--- src/verilog/cmr_map.vh ---
// register map constants for the cache management register unit
`ifndef CMR_MAP_VH
`define CMR_MAP_VH
`define CMR_GRP_DATA      5'h03
`define CMR_GRP_INSN      5'h04
`define CMR_IDX_DCTRL     11'h000
`define CMR_IDX_DPREF     11'h001
`define CMR_IDX_DFLUSH    11'h002
`define CMR_IDX_DINVAL    11'h003
`define CMR_IDX_DWBACK    11'h004
`define CMR_IDX_DLOCK     11'h005
`define CMR_IDX_ICTRL     11'h000
`define CMR_IDX_IPREF     11'h001
`define CMR_IDX_IINVAL    11'h002
`define CMR_IDX_ILOCK     11'h003
`define CMR_WAY_LSB       0
`define CMR_WAY_MSB       7
`define CMR_WAY_RESET     8'h00
`define CMR_EA_RESET      32'h00000000
`define CMR_OP_NONE       3'h0
`define CMR_OP_PREFETCH   3'h1
`define CMR_OP_FLUSH      3'h2
`define CMR_OP_INVALIDATE 3'h3
`define CMR_OP_WRITEBACK  3'h4
`define CMR_OP_LOCK       3'h5
`endif

--- src/verilog/cmr_cache_mgmt.v ---
// cache management special registers: way control and block operation dispatch
//
// Contract
// with no cache, writes to every register are dropped; core never stalls
// a unified cache drops writes to the instruction prefetch, invalidate and lock registers
// unified cache: both control register names reach one shared way register
// data registers in group 3 indices 0-5, instruction in group 4 indices 0-3
// user mode writes only prefetch, flush, write-back, instruction invalidate
// data control: way field bits 7-0 reset zero, upper bits read-only
// instruction control: way field bits 7-0 reset zero, upper bits read-only
// data control may be absent when no data way locking exists
// instruction control may be absent when no instruction way locking exists
// management traffic is not recorded as load/store and raises no exception
// software restores instruction coherence: write back, sync, invalidate, flush
// block registers are as wide as the implementation, 32 bits here
// optional data prefetch; when absent, writes are accepted and ignored
// data prefetch loads the block holding the address, as a hint only
// coherent flush invalidates everywhere, writing back a modified block first
// coherent flush missing locally makes peers write back and invalidate
// non-coherent flush acts locally; a local miss does nothing
// flush register is write-only, resets zero, any byte selects the block
// coherent supervisor invalidate kills the block everywhere without write-back
// coherent invalidate missing locally still invalidates peer copies
// non-coherent invalidate drops the local block, dirty or not; miss does nothing
// coherence requirement follows the page attribute bit, 1 meaning coherent
// each way field bit enables replacement into one cache way
`timescale 1ns/1ps
`include "cmr_map.vh"

module cmr_cache_mgmt
#(
    parameter HAS_DCACHE   = 1,
    parameter HAS_ICACHE   = 1,
    parameter UNIFIED      = 0,
    parameter HAS_DWAYLOCK = 1,
    parameter HAS_IWAYLOCK = 1,
    parameter HAS_DPREF    = 1
)
(
    input  wire        clk,
    input  wire        arst_n,
    // special register port from the core
    input  wire        spr_we,
    input  wire        spr_re,
    input  wire [4:0]  spr_group,
    input  wire [10:0] spr_index,
    input  wire [31:0] spr_wdata,
    input  wire        supervisor,
    input  wire        coherent_page_attribute,
    output reg  [31:0] spr_rdata,
    // data cache side
    output reg  [7:0]  data_way_enable,
    output reg         dcache_op_valid,
    output reg  [2:0]  dcache_op,
    output reg  [31:0] dcache_op_addr,
    output reg         dcache_op_coherent,
    // instruction cache side
    output reg  [7:0]  insn_way_enable,
    output reg         icache_op_valid,
    output reg  [2:0]  icache_op,
    output reg  [31:0] icache_op_addr,
    output reg         icache_op_coherent,
    // last flush address, kept for observation
    output reg  [31:0] data_block_flush
);

    // one-hot state of the command accepted in the previous cycle, idle otherwise (for visibility only)
    localparam [2:0] ST_IDLE = 3'b001;
    localparam [2:0] ST_DOP  = 3'b010;
    localparam [2:0] ST_IOP  = 3'b100;

    reg  [2:0] state;
    reg  [2:0] next_state;
    reg  [7:0] data_cache_control;
    reg  [7:0] instruction_cache_control;

    function hit;
        input [4:0]  grp;
        input [10:0] idx;
        input [4:0]  want_grp;
        input [10:0] want_idx;
        begin
            hit = (grp == want_grp) && (idx == want_idx);
        end
    endfunction

    // group of each managed register, in select vector order
    function [4:0] reg_grp;
        input integer n;
        begin
            if (n < 6)
                reg_grp = `CMR_GRP_DATA;
            else
                reg_grp = `CMR_GRP_INSN;
        end
    endfunction

    // index of each managed register inside its group
    function [10:0] reg_idx;
        input integer n;
        begin
            case (n)
                0: reg_idx = `CMR_IDX_DCTRL;
                1: reg_idx = `CMR_IDX_DPREF;
                2: reg_idx = `CMR_IDX_DFLUSH;
                3: reg_idx = `CMR_IDX_DINVAL;
                4: reg_idx = `CMR_IDX_DWBACK;
                5: reg_idx = `CMR_IDX_DLOCK;
                6: reg_idx = `CMR_IDX_ICTRL;
                7: reg_idx = `CMR_IDX_IPREF;
                8: reg_idx = `CMR_IDX_IINVAL;
                default: reg_idx = `CMR_IDX_ILOCK;
            endcase
        end
    endfunction

    // one comparator per managed register
    wire [9:0] sel;
    genvar g;
    generate
        for (g = 0; g < 10; g = g + 1)
        begin : g_sel
            assign sel[g] = hit(spr_group, spr_index, reg_grp(g), reg_idx(g));
        end
    endgenerate

    // group decode
    wire sel_dctrl  = sel[0];
    wire sel_dpref  = sel[1];
    wire sel_dflush = sel[2];
    wire sel_dinval = sel[3];
    wire sel_dwback = sel[4];
    wire sel_dlock  = sel[5];
    wire sel_ictrl  = sel[6];
    wire sel_ipref  = sel[7];
    wire sel_iinval = sel[8];
    wire sel_ilock  = sel[9];

    // cache presence gates; no write ever stalls the core
    wire d_on = (HAS_DCACHE != 0);
    wire i_on = (HAS_ICACHE != 0) && (UNIFIED == 0);

    // privilege check: silently dropped, never an exception
    wire wr_d = spr_we && d_on;
    wire wr_i = spr_we && i_on;
    wire w_dctrl  = wr_d && sel_dctrl && supervisor && (HAS_DWAYLOCK != 0);
    wire w_ictrl_raw = spr_we && sel_ictrl && supervisor;
    // unified cache: instruction control name reaches the shared register
    wire w_ictrl_shared = w_ictrl_raw && d_on && (UNIFIED != 0) && (HAS_DWAYLOCK != 0);
    wire w_ictrl  = w_ictrl_raw && i_on && (HAS_IWAYLOCK != 0);
    wire w_dpref  = wr_d && sel_dpref && (HAS_DPREF != 0);
    wire w_dflush = wr_d && sel_dflush;
    wire w_dinval = wr_d && sel_dinval && supervisor;
    wire w_dwback = wr_d && sel_dwback;
    wire w_dlock  = wr_d && sel_dlock && supervisor;
    wire w_ipref  = wr_i && sel_ipref;
    wire w_iinval = wr_i && sel_iinval;
    wire w_ilock  = wr_i && sel_ilock && supervisor;

    wire d_any = w_dpref | w_dflush | w_dinval | w_dwback | w_dlock;
    wire i_any = w_ipref | w_iinval | w_ilock;

    reg [2:0] next_dop;
    reg [2:0] next_iop;

    always @*
    begin
        next_dop = `CMR_OP_NONE;
        if (w_dpref)
            next_dop = `CMR_OP_PREFETCH;   // hint fill of the block
        else if (w_dflush)
            next_dop = `CMR_OP_FLUSH;      // dirty lines written back then dropped
        else if (w_dinval)
            next_dop = `CMR_OP_INVALIDATE; // dirty data discarded
        else if (w_dwback)
            next_dop = `CMR_OP_WRITEBACK;
        else if (w_dlock)
            next_dop = `CMR_OP_LOCK;
    end

    always @*
    begin
        next_iop = `CMR_OP_NONE;
        if (w_ipref)
            next_iop = `CMR_OP_PREFETCH;
        else if (w_iinval)
            next_iop = `CMR_OP_INVALIDATE;
        else if (w_ilock)
            next_iop = `CMR_OP_LOCK;
    end

    always @*
    begin
        case (state)
            ST_IDLE,
            ST_DOP,
            ST_IOP:
            begin
                if (d_any)
                    next_state = ST_DOP;
                else if (i_any)
                    next_state = ST_IOP;
                else
                    next_state = ST_IDLE;
            end
            default:
                next_state = ST_IDLE;
        endcase
    end

    reg  [7:0] next_data_cache_control;
    reg  [7:0] next_instruction_cache_control;
    reg [31:0] next_rdata;

    // way field next values; reserved upper write bits are ignored
    always @*
    begin
        next_data_cache_control = data_cache_control;
        if (w_dctrl || w_ictrl_shared)
            next_data_cache_control = spr_wdata[`CMR_WAY_MSB:`CMR_WAY_LSB];
    end

    always @*
    begin
        next_instruction_cache_control = instruction_cache_control;
        if (w_ictrl)
            next_instruction_cache_control = spr_wdata[`CMR_WAY_MSB:`CMR_WAY_LSB];
    end

    // control reads are supervisor only; an absent register reads zero
    wire rd_dctrl = spr_re && supervisor && sel_dctrl && d_on && (HAS_DWAYLOCK != 0);
    wire rd_uctrl = spr_re && supervisor && sel_ictrl && d_on && (UNIFIED != 0)
                    && (HAS_DWAYLOCK != 0);
    wire rd_ictrl = spr_re && supervisor && sel_ictrl && i_on && (HAS_IWAYLOCK != 0);

    // reserved bits read as zero; the block registers are write-only
    always @*
    begin
        next_rdata = `CMR_EA_RESET;
        if (rd_dctrl)
            next_rdata = {24'h000000, data_cache_control};
        else if (rd_uctrl)
            next_rdata = {24'h000000, data_cache_control};
        else if (rd_ictrl)
            next_rdata = {24'h000000, instruction_cache_control};
    end

    // peers are reached on a local miss too; locks stay local
    wire next_dcoh = coherent_page_attribute && !w_dlock;
    wire next_icoh = coherent_page_attribute && !w_ilock;

    // control registers and the visibility state
    always @(posedge clk or negedge arst_n)
    begin
        if (!arst_n)
        begin
            data_cache_control        <= `CMR_WAY_RESET;
            instruction_cache_control <= `CMR_WAY_RESET;
            state                     <= ST_IDLE;
        end
        else
        begin
            data_cache_control        <= next_data_cache_control;
            instruction_cache_control <= next_instruction_cache_control;
            state                     <= next_state;
        end
    end

    // data block strobe: one cycle, address of full width
    // the cache controller aligns the address to its block size
    always @(posedge clk or negedge arst_n)
    begin
        if (!arst_n)
        begin
            dcache_op_valid    <= 1'b0;
            dcache_op          <= `CMR_OP_NONE;
            dcache_op_addr     <= `CMR_EA_RESET;
            dcache_op_coherent <= 1'b0;
        end
        else
        begin
            dcache_op_valid <= d_any;
            if (d_any)
            begin
                dcache_op          <= next_dop;
                dcache_op_addr     <= spr_wdata;
                dcache_op_coherent <= next_dcoh;
            end
        end
    end

    // instruction block strobe: op, address and coherency hold until the next op
    always @(posedge clk or negedge arst_n)
    begin
        if (!arst_n)
        begin
            icache_op_valid    <= 1'b0;
            icache_op          <= `CMR_OP_NONE;
            icache_op_addr     <= `CMR_EA_RESET;
            icache_op_coherent <= 1'b0;
        end
        else
        begin
            icache_op_valid <= i_any;
            if (i_any)
            begin
                icache_op          <= next_iop;
                icache_op_addr     <= spr_wdata;
                icache_op_coherent <= next_icoh;
            end
        end
    end

    // last flush address, reset to zero and never read back
    always @(posedge clk or negedge arst_n)
    begin
        if (!arst_n)
            data_block_flush <= `CMR_EA_RESET;
        else if (w_dflush)
            data_block_flush <= spr_wdata;
    end

    // way enables trail the control registers by one cycle
    // unified: both enables follow the one shared register
    always @(posedge clk or negedge arst_n)
    begin
        if (!arst_n)
        begin
            data_way_enable <= `CMR_WAY_RESET;
            insn_way_enable <= `CMR_WAY_RESET;
        end
        else
        begin
            data_way_enable <= data_cache_control;
            if (UNIFIED != 0)
                insn_way_enable <= data_cache_control;
            else
                insn_way_enable <= instruction_cache_control;
        end
    end

    // read data stands for one cycle after the read strobe
    always @(posedge clk or negedge arst_n)
    begin
        if (!arst_n)
            spr_rdata <= `CMR_EA_RESET;
        else
            spr_rdata <= next_rdata;
    end

endmodule // cmr_cache_mgmt

--- config.mk ---
export PLATFORM = sky130hd
export DESIGN_NAME = cmr_cache_mgmt
export DESIGN_NICKNAME = d
export VERILOG_FILES = /design/src/verilog/cmr_cache_mgmt.v
export VERILOG_INCLUDE_DIRS = /design/src /design/src/verilog
export SDC_FILE = /design/constraint.sdc
export NUM_CORES = 1
export LEC_CHECK = 0
export BUFFER_PORTS_ARGS = -buffer_cell sky130_fd_sc_hd__buf_2
export CAP_MARGIN = 20
export CORE_ASPECT_RATIO = 1.75
export CORE_MARGIN = 2
export CORE_UTILIZATION = 25
export CTS_CLUSTER_SIZE = 30
export DETAILED_ROUTE_END_ITERATION = 8
export GPL_TIMING_DRIVEN = 0
export PLACE_DENSITY_LB_ADDON = 0.1
export SYNTH_ARGS = -nofsm -noshare
export SYNTH_HDL_FRONTEND = slang
export SYNTH_SLANG_ARGS = --single-unit
--- constraint.sdc ---
create_clock -name clk -period 1.2 [get_ports clk]
set_input_delay 0.36 -clock clk [delete_from_list [all_inputs] [get_ports clk]]
set_output_delay 0.36 -clock clk [all_outputs]
set_load 0.02 [all_outputs]
==> qor.yml, run 1 <==
drtPass1Iterations: 4
die_area_um2: 24900
maxCapViolations: 0
synth_area_um2: 5910
p_leak_nw: 5.14
cts_buffer_depth: 2
drv_slew: 0
core_area_um2: 23300
synth_area_per_cell_um2: 15.7
die_y_um: 207
reg2reg_slack_ns: 0.02
diodes: 0
ys_ff_latch: 146
startpoint: "spr_index[10]"
worstSkewPairLatency_ns: 0.43
track_usage_pct: 14.1
via_count: 4228
grt_max_degree: 77
grt_pass1_vias: 4501
finalClockSkew_ns: 0.00628
cts.sinks: 146
holdCritPathClass: "in2async"
dr_wl_met3_um: 856
yosys.area_share.adder_pct: 0
ioPinCount: 208
hold_violations: 30
die_x_um: 120
hold_ws_ns: -0.0504
numCtsBuffers: 17
cts_tree: "built"
synth_xor_area_share_pct: 0
top_layer: "met4"
antenna_found_initial: 0
row_count: 74
ys_async_sr_fraction_pct: 100
end_kind: "register"
viasPerCell: 4.21
relSlewSlack_pct: 50.6
worstReg2RegEnd: "icache_op[1]"
fin_nets: 742
layout-drive-gt1-share_pct: 67.1
synth_top_family_by_area: "multiplexers"
synth_edf_count: 0
fillers: 2213
drcViolationCount: 0
utilization_pct: 42.3
clkTransAtPathRegs_ns: 0.06
finalCriticalPeriod_ns: 1.91
drtIter0Drc: 122
ys.flop_type: "dfrtp_1"
cellPowerDensity_nw_per_um2: 1100
required_ns: 1.51
gp_congestion: 0.746
clock-root-buffer: "clkbuf_16"
fmax_mhz: 523
drt-met1-wl_um: 6630
cpMostUsedCell: "buf_6"
startpoint_type: "primary input"
yosys-mux-area-fraction_pct: 23.7
wl_met2_um: 9780
synth_warnings: 0
vdd_ir_drop_max_mv: 0.851
synth_cell_types: 41
slowest_stage: "or4_4"
worstPathCellList: "buf_6, or4_4, nor3b_4, buf_6, buf_6, and4_1, buf_8, mux2_4"
grt_pass1_wl_um: 26500
area_growth_pct: 66.9
synth_compound_area_share_pct: 3.28
dp_hpwl_um: 11400
rsz0062_at_grt: "true"
yosys.area_share.simple_pct: 5.82
yosysSeqAreaShare_pct: 61.8
critPathMaxFanout: 8
synthCells: 377
avgRoutedWirePerCell_um: 17.5
worstSetupPathType: "in2reg"
htree_levels: 4
worst_slew_pin_slew_ns: 0.741
gr-total-overflow: 0
final_antenna_net_count: 0
reg2regPathDepth: 5
cpPeakStageDelay_ns: 0.58
status: "complete, but fails checks"
port_buffers: 181
drt_wl_total_um: 17500
arrival_ns: 2.22
critPathCapture: "data_cache_control[2]"
period_share_pct: 159
setup_viol: 259
rr_startpoint: "icache_op[1]"
failed_checks: "hold timing, setup timing"
setup_ws_ns: -0.713
start_util_pct: 25.3
setup_tns_ns: -93.38
timing repair:
item | 4_1_cts | 5_1_grt
cloned | 2 | 2
buffers inserted | 57 | 36
pin swaps | 17 | 5
setup endpoints to repair | 260 | 260
hold endpoints to repair | 45 | 0
gates resized for setup | 342 | 18
registers in the layout, summed over array words and instances (netlist names):
signal and cells:
data_block_flush 32, icache_op_coherent 1, instruction_cache_control 8, icache_op_addr 32
dcache_op_coherent 1, spr_rdata 8, insn_way_enable 8, data_cache_control 8
dcache_op_addr 32, icache_op_valid 1, icache_op 3, dcache_op_valid 1
data_way_enable 8, dcache_op 3
power breakdown:
part / internal [W] / total, W / switching [W]
Clock: 0.00311 / 0.00524 / 0.00213
Combinational: 0.000253 / 0.000624 / 0.000370
Sequential: 0.00494 / 0.00496 / 0.0000157
kinds of logic (layout without fill, tap and decap cells):
group | count (synthesis) | count (layout)
flops | 146 | 146
mux | 115 | 115
buf+inv | 46 | 346
simple gates | 45 | 45
compound gates | 24 | 24
other cells | 1 | 24
how the worst min path moves through the flow:
stage | from | endpoint | slack, ns | cells after the start
global route | arst_n | icache_op_addr[28] | 0.008 | 1
finish | arst_n | icache_op_addr[28] | -0.05 | 1
floorplan | arst_n | data_block_flush[0] | 0.06 | 0
global placement | instruction_cache_control[1] | insn_way_enable[1] | 0.38 | 0
detailed placement | instruction_cache_control[7] | insn_way_enable[7] | 0.39 | 0
CTS | arst_n | data_block_flush[23] | -0.02 | 1
through the flow:
step | hold WS [ns] | setup WS (ns) | power (W) | cell area [um2] | std cells
after floorplan | 0.0644 | -1.03 | 0.00531 | 6080 | 400
after global placement | 0.383 | -2.40 | 0.00559 | 7370 | 885
after detailed placement | 0.387 | -1.56 | 0.00561 | 7400 | 886
after CTS | -0.0220 | -0.710 | 0.0110 | 9600 | 976
after global routing | 0.00826 | -0.747 | 0.0112 | 9870 | 1004
final | -0.0504 | -0.713 | 0.0108 | 9870 | 1004
worst max-delay path, delay by kind of cell:
| family | cells | cell delay (ns) |
|---|---|---|
| simple gates | 3 | 1.02 |
| mux | 1 | 0.31 |
| buf+inv | 4 | 0.52 |
final cells by class:
class | instances | area, um2 | share of cell area (%)
Clock inverter | 11 | 126 | 1.28
Multi-Input combinational cell | 208 | 2270 | 23.0
Tap cell | 304 | 380 | 3.85
Buffer | 40 | 410 | 4.16
Timing Repair Buffer | 270 | 2560 | 26.0
Clock buffer | 20 | 447 | 4.53
Inverter | 5 | 18.8 | 0.190
Sequential cell | 146 | 3650 | 37.0
cells in the mapped netlist, types with 4 or more instances:
| cell | n | area (um2) |
|---|---|---|
| a22oi_1 | 8 | 60.1 |
| and4_1 | 4 | 35.0 |
| buf_2 | 4 | 20.0 |
| buf_4 | 25 | 188 |
| buf_6 | 6 | 67.6 |
| clkbuf_1 | 6 | 22.5 |
| dfrtp_1 | 146 | 3650 |
| inv_1 | 5 | 18.8 |
| mux2_1 | 5 | 56.3 |
| mux2_2 | 81 | 912 |
| mux2_4 | 28 | 420 |
| nor2_1 | 14 | 52.6 |
metal layers:
| metal | global-route usage, % | vias up |
|---|---|---|
| met5 | 0 | - |
| met4 | 5.13 | 0 |
| met3 | 3.74 | 17 |
| met2 | 25.9 | 128 |
| met1 | 15.2 | 2156 |
| li1 | - | 1927 |
cells in the final DEF (no fill, tap or decap), drive strengths merged, types with 4 or more instances in the layout:
| master | instances |
|---|---|
| a22oi | 8 |
| and4 | 4 |
| buf | 303 |
| clkbuf | 27 |
| clkinvlp | 4 |
| conb | 24 |
| dfrtp | 146 |
| inv | 8 |
| mux2 | 114 |
| nand4 | 6 |
| nor2 | 14 |
No activity file was read; power rests on OpenSTA's default activity.
==> run 2, diff against run 1 <==
--- a/config.mk
+++ b/config.mk
@@ -9,12 +9,13 @@
 export BUFFER_PORTS_ARGS = -buffer_cell sky130_fd_sc_hd__buf_2
 export CAP_MARGIN = 20
 export CORE_ASPECT_RATIO = 1.75
-export CORE_MARGIN = 2
 export CORE_UTILIZATION = 25
 export CTS_CLUSTER_SIZE = 30
 export DETAILED_ROUTE_END_ITERATION = 8
 export GPL_TIMING_DRIVEN = 0
+export MAX_ROUTING_LAYER = met4
 export PLACE_DENSITY_LB_ADDON = 0.1
 export SYNTH_ARGS = -nofsm -noshare
 export SYNTH_HDL_FRONTEND = slang
 export SYNTH_SLANG_ARGS = --single-unit
+export TNS_END_PERCENT = 20
==> qor.yml, run 2 (synthesis results as in run 1) <==
status: "complete, but fails checks"
failed_checks: "hold timing, setup timing"
die_x_um: 118  # -1.7%
die_area_um2: 24300  # -2.6%
drt_wl_total_um: 16800  # -4.1%
port_buffers: 181  # unchanged
start_util_pct: 25.4  # +0.10 points
ioPinCount: 208  # unchanged
grt_max_degree: 77  # unchanged
cts.sinks: 146  # unchanged
hold_violations: 31  # +3.3%
worstSetupPathType: "in2reg"
clkTransAtPathRegs_ns: 0.06  # about the same
row_count: 74  # unchanged
finalClockSkew_ns: 0.00507  # -0.00121 ns
seqPwrFrac_pct: 45.6  # -0.2 points
track_usage_pct: 14.8  # +0.69 points
p_comb_share_pct: 5.5  # -0.3 points
slowest_stage: "or4_4"
via_count: 3974  # -6.0%
numCtsBuffers: 17  # unchanged
finalCriticalPeriod_ns: 1.94  # +0.0317 ns
antenna_found_initial: 1  # +1
worstSkewPairLatency_ns: 0.42  # about the same
multi_input_area_um2: 2210  # -2.7%
rsz0062_at_grt: "true"
relSlewSlack_pct: 51.5  # +0.95 points
final_cells: 943  # -6.1%
regArea_um2: 3650  # unchanged
critPathMaxFanout: 5  # -3
mostFrequentLayoutCells: "dfrtp_1, buf_2, mux2_4, mux2_2, buf_6"
setup_ws_ns: -0.745  # -0.0317 ns
viasPerCell: 4.21  # about the same
cts_buffer_depth: 2  # unchanged
gp_congestion: 0.761  # +2.1%
grt_pass1_wl_um: 25700  # -3.1%
cpMostUsedCell: "buf_6"
cts_tree: "built"
holdCritPathClass: "in2async"
period_share_pct: 162  # +2.6 points
required_ns: 1.50  # about the same
core_area_um2: 23200  # -0.40%
startpoint_type: "primary input"
setup_viol: 260  # +0.39%
layout_commonest_cell: "dfrtp_1"
vdd_ir_drop_max_mv: 0.859  # +0.94%
gr-total-overflow: 0  # unchanged
finalPower_w: 0.0109  # +0.56%
worstPathCellList: "buf_2, or4_4, nor3b_4, buf_6, and4_1, buf_6, buf_6, buf_12, buf_12, mux2_4"
final_antenna_net_count: 0  # unchanged
rr_startpoint: "icache_op[2]"
dp.cells: 886  # unchanged
fin_nets: 680  # -8.4%
startpoint: "spr_index[6]"
drcViolationCount: 0  # unchanged
hold_ws_ns: -0.0423  # +0.00807 ns
area_growth_pct: 47.7
netSwitchingFraction_pct: 23.3  # +0.051 points
drv_slew: 0  # unchanged
maxCapViolations: 0  # unchanged
dp_hpwl_um: 11400  # +0.23%
placed_cell_area_um2: 7320  # -1.1%
clock-root-buffer: "clkbuf_16"
arrival_ns: 2.25  # +0.03 ns
drtPass1Iterations: 4  # unchanged
cpPeakStageDelay_ns: 0.53  # -0.05 ns
p_clk_share_pct: 48.9  # +0.5 points
die_y_um: 205  # -0.96%
fmax_mhz: 514  # -1.6%
fin_area_um2: 8730  # -12%
end_kind: "register"
intPower_w: 0.00835  # +0.49%
worst_slew_pin_slew_ns: 0.727  # -0.0143 ns
p_sw_w: 0.00254  # +0.78%
htree_levels: 4  # unchanged
avgRoutedWirePerCell_um: 17.8  # +2.1%
fillers: 2303  # +4.1%
top_regs: "data_block_flush: 32 flops, dcache_op_addr: 32 flops, icache_op_addr: 32 flops"
cellPowerDensity_nw_per_um2: 1250  # +14%
drtIter0Drc: 94  # -23%
p_leak_nw: 4.74  # -7.7%
grt_pass1_vias: 4328  # -3.8%
layout-drive-gt1-share_pct: 63.8  # -3.3 points
[run 2: cell count changes in the layout (fill, tap and decap cells not counted), moves of 3 or more]
cell | previous run | this run
buf_6 | 148 | 49
buf_2 | 50 | 138
buf_4 | 90 | 43
mux2_4 | 70 | 62
mux2_2 | 44 | 49
nor2_4 | 4 | 0
buf_8 | 3 | 0
mux2_1 | 0 | 3
nor2_2 | 0 | 3
[run 2: per-stage QoR]
step	setup WS (ns)	setup TNS, ns	util [%]
2_1_floorplan	-1.03	-115.90	-
3_3_place_gp	-2.38	-524.82	31.4
3_5_place_dp	-1.58	-191.98	31.5
4_1_cts	-0.761	-102.21	36.7
5_1_grt	-0.797	-108.06	37.6
6_report	-0.745	-95.71	37.6
[run 2: worst max-delay path: cells and delay by family]
kind	cells	cell delay, ns
multiplexers	1	0.29
buffers and inverters	6	0.68
AND/OR/NAND/NOR	3	0.91
[run 2: layout make-up]
type,instances,share of cell area [%]
repair buffers,207,17.2
inverters,5,0.215
multi-input cells,208,25.3
well taps,304,4.36
plain buffers,41,4.41
flip-flops and latches,146,41.8
diodes,1,0.0287
clock inverters,11,1.46
clock buffers,20,5.23
[run 2: repair_timing]
item,in CTS,in global routing
setup endpoints to repair,260,259
buffers inserted,20,2
hold endpoints to repair,41,6
resized for setup,101,58
pin swaps,11,3
gates cloned,3,1
[run 2: power by group through the flow]
stage          Clock [W]  Sequential (W)  Combinational [W]
2_1_floorplan          0         0.00507           0.000228
3_3_place_gp           0         0.00505           0.000534
4_1_cts          0.00554         0.00496           0.000604
6_report         0.00533         0.00496           0.000597
3_5_place_dp           0         0.00505           0.000560
5_1_grt          0.00573         0.00496           0.000655
[run 2: worst paths after layout]
path,endpoint,slack (ns),depth (start not counted)
max,icache_op_addr[24],-0.74,10
min,data_block_flush[4],-0.04,1
max reg2reg,icache_op[2],0.23,2
min reg2reg,insn_way_enable[2],0.40,0
max in group asynchronous,icache_op_addr[22],0.42,2
min in group clk,icache_op_addr[10],0.19,2
[run 2: routing by layer]
layer | track usage [%] | wire, um
met1 | 15.0 | 6190
met2 | 26.3 | 9440
met3 | 4.49 | 909
met4 | 6.00 | 282
met5 | - | 0
==> run 3, diff against run 2 <==
--- a/config.mk
+++ b/config.mk
@@ -14,7 +14,6 @@
 export DETAILED_ROUTE_END_ITERATION = 8
 export GPL_TIMING_DRIVEN = 0
 export MAX_ROUTING_LAYER = met4
-export PLACE_DENSITY_LB_ADDON = 0.1
 export SYNTH_ARGS = -nofsm -noshare
 export SYNTH_HDL_FRONTEND = slang
 export SYNTH_SLANG_ARGS = --single-unit
==> qor.yml, run 3 (synthesis results as in run 1) <==
gp_congestion: 0.767  # +0.80%
rr_startpoint: "icache_op[2]"
worstSetupPathType: "in2reg"
utilization_pct: 37.7  # +0.12 points
p_leak_nw: 4.75  # +0.22%
die_y_um: 205  # unchanged
mostFrequentLayoutCells: "dfrtp_1, buf_2, mux2_4, buf_6, mux2_2"
worstSkewPairLatency_ns: 0.43  # about the same
worstReg2RegEnd: "icache_op[2]"
dpl_worst_slack_ns: -1.48  # +0.105 ns
top_regs: "data_block_flush: 32 flops, dcache_op_addr: 32 flops, icache_op_addr: 32 flops"
finalCriticalPeriod_ns: 1.94  # -0.00793 ns
hold_violations: 60  # +94%
die_x_um: 118  # unchanged
layout-drive-gt1-share_pct: 63.0  # -0.82 points
numCtsBuffers: 17  # unchanged
drv_slew: 0  # unchanged
reg2reg_slack_ns: 0.20  # -0.03 ns
slowest_stage: "or4_4"
clock-root-buffer: "clkbuf_16"
hold_ws_ns: -0.0951  # -0.0528 ns
startpoint_type: "primary input"
final_antenna_net_count: 0  # unchanged
fillers: 2240  # -2.7%
clkTransAtPathRegs_ns: 0.06  # about the same
reg2regPathDepth: 2  # unchanged
grt_max_degree: 87  # +13%
fin_nets: 673  # -1.0%
row_count: 74  # unchanged
grt_util_met1_pct: 14.1  # -0.91 points
drcViolationCount: 0  # unchanged
viasPerCell: 4.21  # about the same
required_ns: 1.51  # about the same
dp_hpwl_um: 10800  # -5.5%
die_area_um2: 24300  # unchanged
grt_busiest_layer: "met2"
status: "complete, but fails checks"
antenna_found_initial: 1  # unchanged
cts_buffer_depth: 2  # unchanged
track_usage_pct: 14.0  # -0.76 points
layout_commonest_cell: "dfrtp_1"
relSlewSlack_pct: 60.6  # +9.1 points
cpPeakStageDelay_ns: 0.58  # +0.05 ns
drt_wl_total_um: 16200  # -3.8%
period_share_pct: 161  # -0.66 points
area_growth_pct: 48.2
critPathMaxFanout: 7  # +2
cts_tree: "built"
finalClockSkew_ns: 0.00497  # -0.0000996 ns
setup_viol: 260  # unchanged
grtUsageMet2_pct: 24.7  # -1.6 points
grt_pass1_wl_um: 23800  # -7.4%
htree_levels: 4  # unchanged
drtPass1Iterations: 4  # unchanged
via_count: 3946  # -0.70%
worstPathCellList: "buf_6, or4_4, nor3b_4, buf_6, and4_4, buf_12, clkbuf_16, mux2_4"
drtIter0Drc: 139  # +48%
maxCapViolations: 0  # unchanged
holdCritPathClass: "in2async"
core_area_um2: 23200  # unchanged
arrival_ns: 2.25  # about the same
ioPinCount: 208  # unchanged
critPathCapture: "icache_op_addr[6]"
failed_checks: "hold timing, setup timing"
gr-total-overflow: 0  # unchanged
setup_ws_ns: -0.737  # +0.00793 ns
grt_pass1_vias: 4055  # -6.3%
vdd_ir_drop_max_mv: 0.777  # -9.5%
rsz0062_at_grt: "true"
cts.sinks: 146  # unchanged
finalPower_w: 0.0113  # +3.8%
startpoint: "spr_index[10]"
fmax_mhz: 516  # +0.41%
port_buffers: 181  # unchanged
worst_slew_pin_slew_ns: 0.591  # -0.136 ns
avgRoutedWirePerCell_um: 17.3  # -3.2%
start_util_pct: 25.4  # unchanged
cellPowerDensity_nw_per_um2: 1290  # +3.5%
end_kind: "register"
cpMostUsedCell: "buf_6"
grt_use_met3_pct: 3.88  # -0.61 points
==> run 3: how the worst min path moves through the flow <==
stage	to	from	cells past startpoint
floorplan	data_block_flush[0]	arst_n	0
global placement	insn_way_enable[3]	instruction_cache_control[3]	0
detailed placement	dcache_op_addr[28]	arst_n	1
CTS	dcache_op_addr[28]	arst_n	1
global route	dcache_op_addr[28]	arst_n	1
finish	dcache_op_addr[28]	arst_n	1
==> run 3: power breakdown <==
| group | switching, W | leakage [nW] | internal, W |
|---|---|---|---|
| logic | 0.000357 | 2.43 | 0.000232 |
| registers | 0.0000268 | 2.01 | 0.00495 |
| clock network | 0.00205 | 0.313 | 0.00369 |
| total | 0.00243 | 4.75 | 0.00887 |
==> run 3: cell type report <==
type	count	area (um2)	area share [%]
diodes	1	2.50	0.0286
plain buffers	41	407	4.64
clock buffers	23	488	5.57
clock inverters	9	151	1.73
inverters	5	18.8	0.214
multi-input cells	208	2180	24.9
flip-flops and latches	146	3650	41.7
well taps	304	380	4.34
repair buffers	200	1470	16.8
==> run 3: metrics by stage <==
stage,area (um2),setup TNS [ns],std cells
floorplan,6000,-115.90,400
global placement,7290,-535.76,885
detailed placement,7320,-179.27,886
CTS,8480,-96.90,931
global route,8760,-105.05,937
finish,8760,-94.76,937
==> run 3: critical path: cells and delay by family <==
family | cells | cell delay [ns]
and+or+nand+nor | 3 | 1.03
buffers and inverters | 4 | 0.56
muxes | 1 | 0.30
==> run 3: what timing repair did <==
item / CTS / global route
endpoints found under the hold margin: 60 / 60
cloned: 3 / 2
gates resized for setup: 101 / 63
buffers inserted: 10 / 3
pin swaps: 4 / 6
setup endpoints to repair: 260 / 260
==> run 3: layer usage <==
layer / vias to the layer above / routed length [um]
met5: - / 0
met1: 1989 / 6040
met3: 25 / 754
met4: 0 / 457
li1: 1784 / -
met2: 148 / 8940
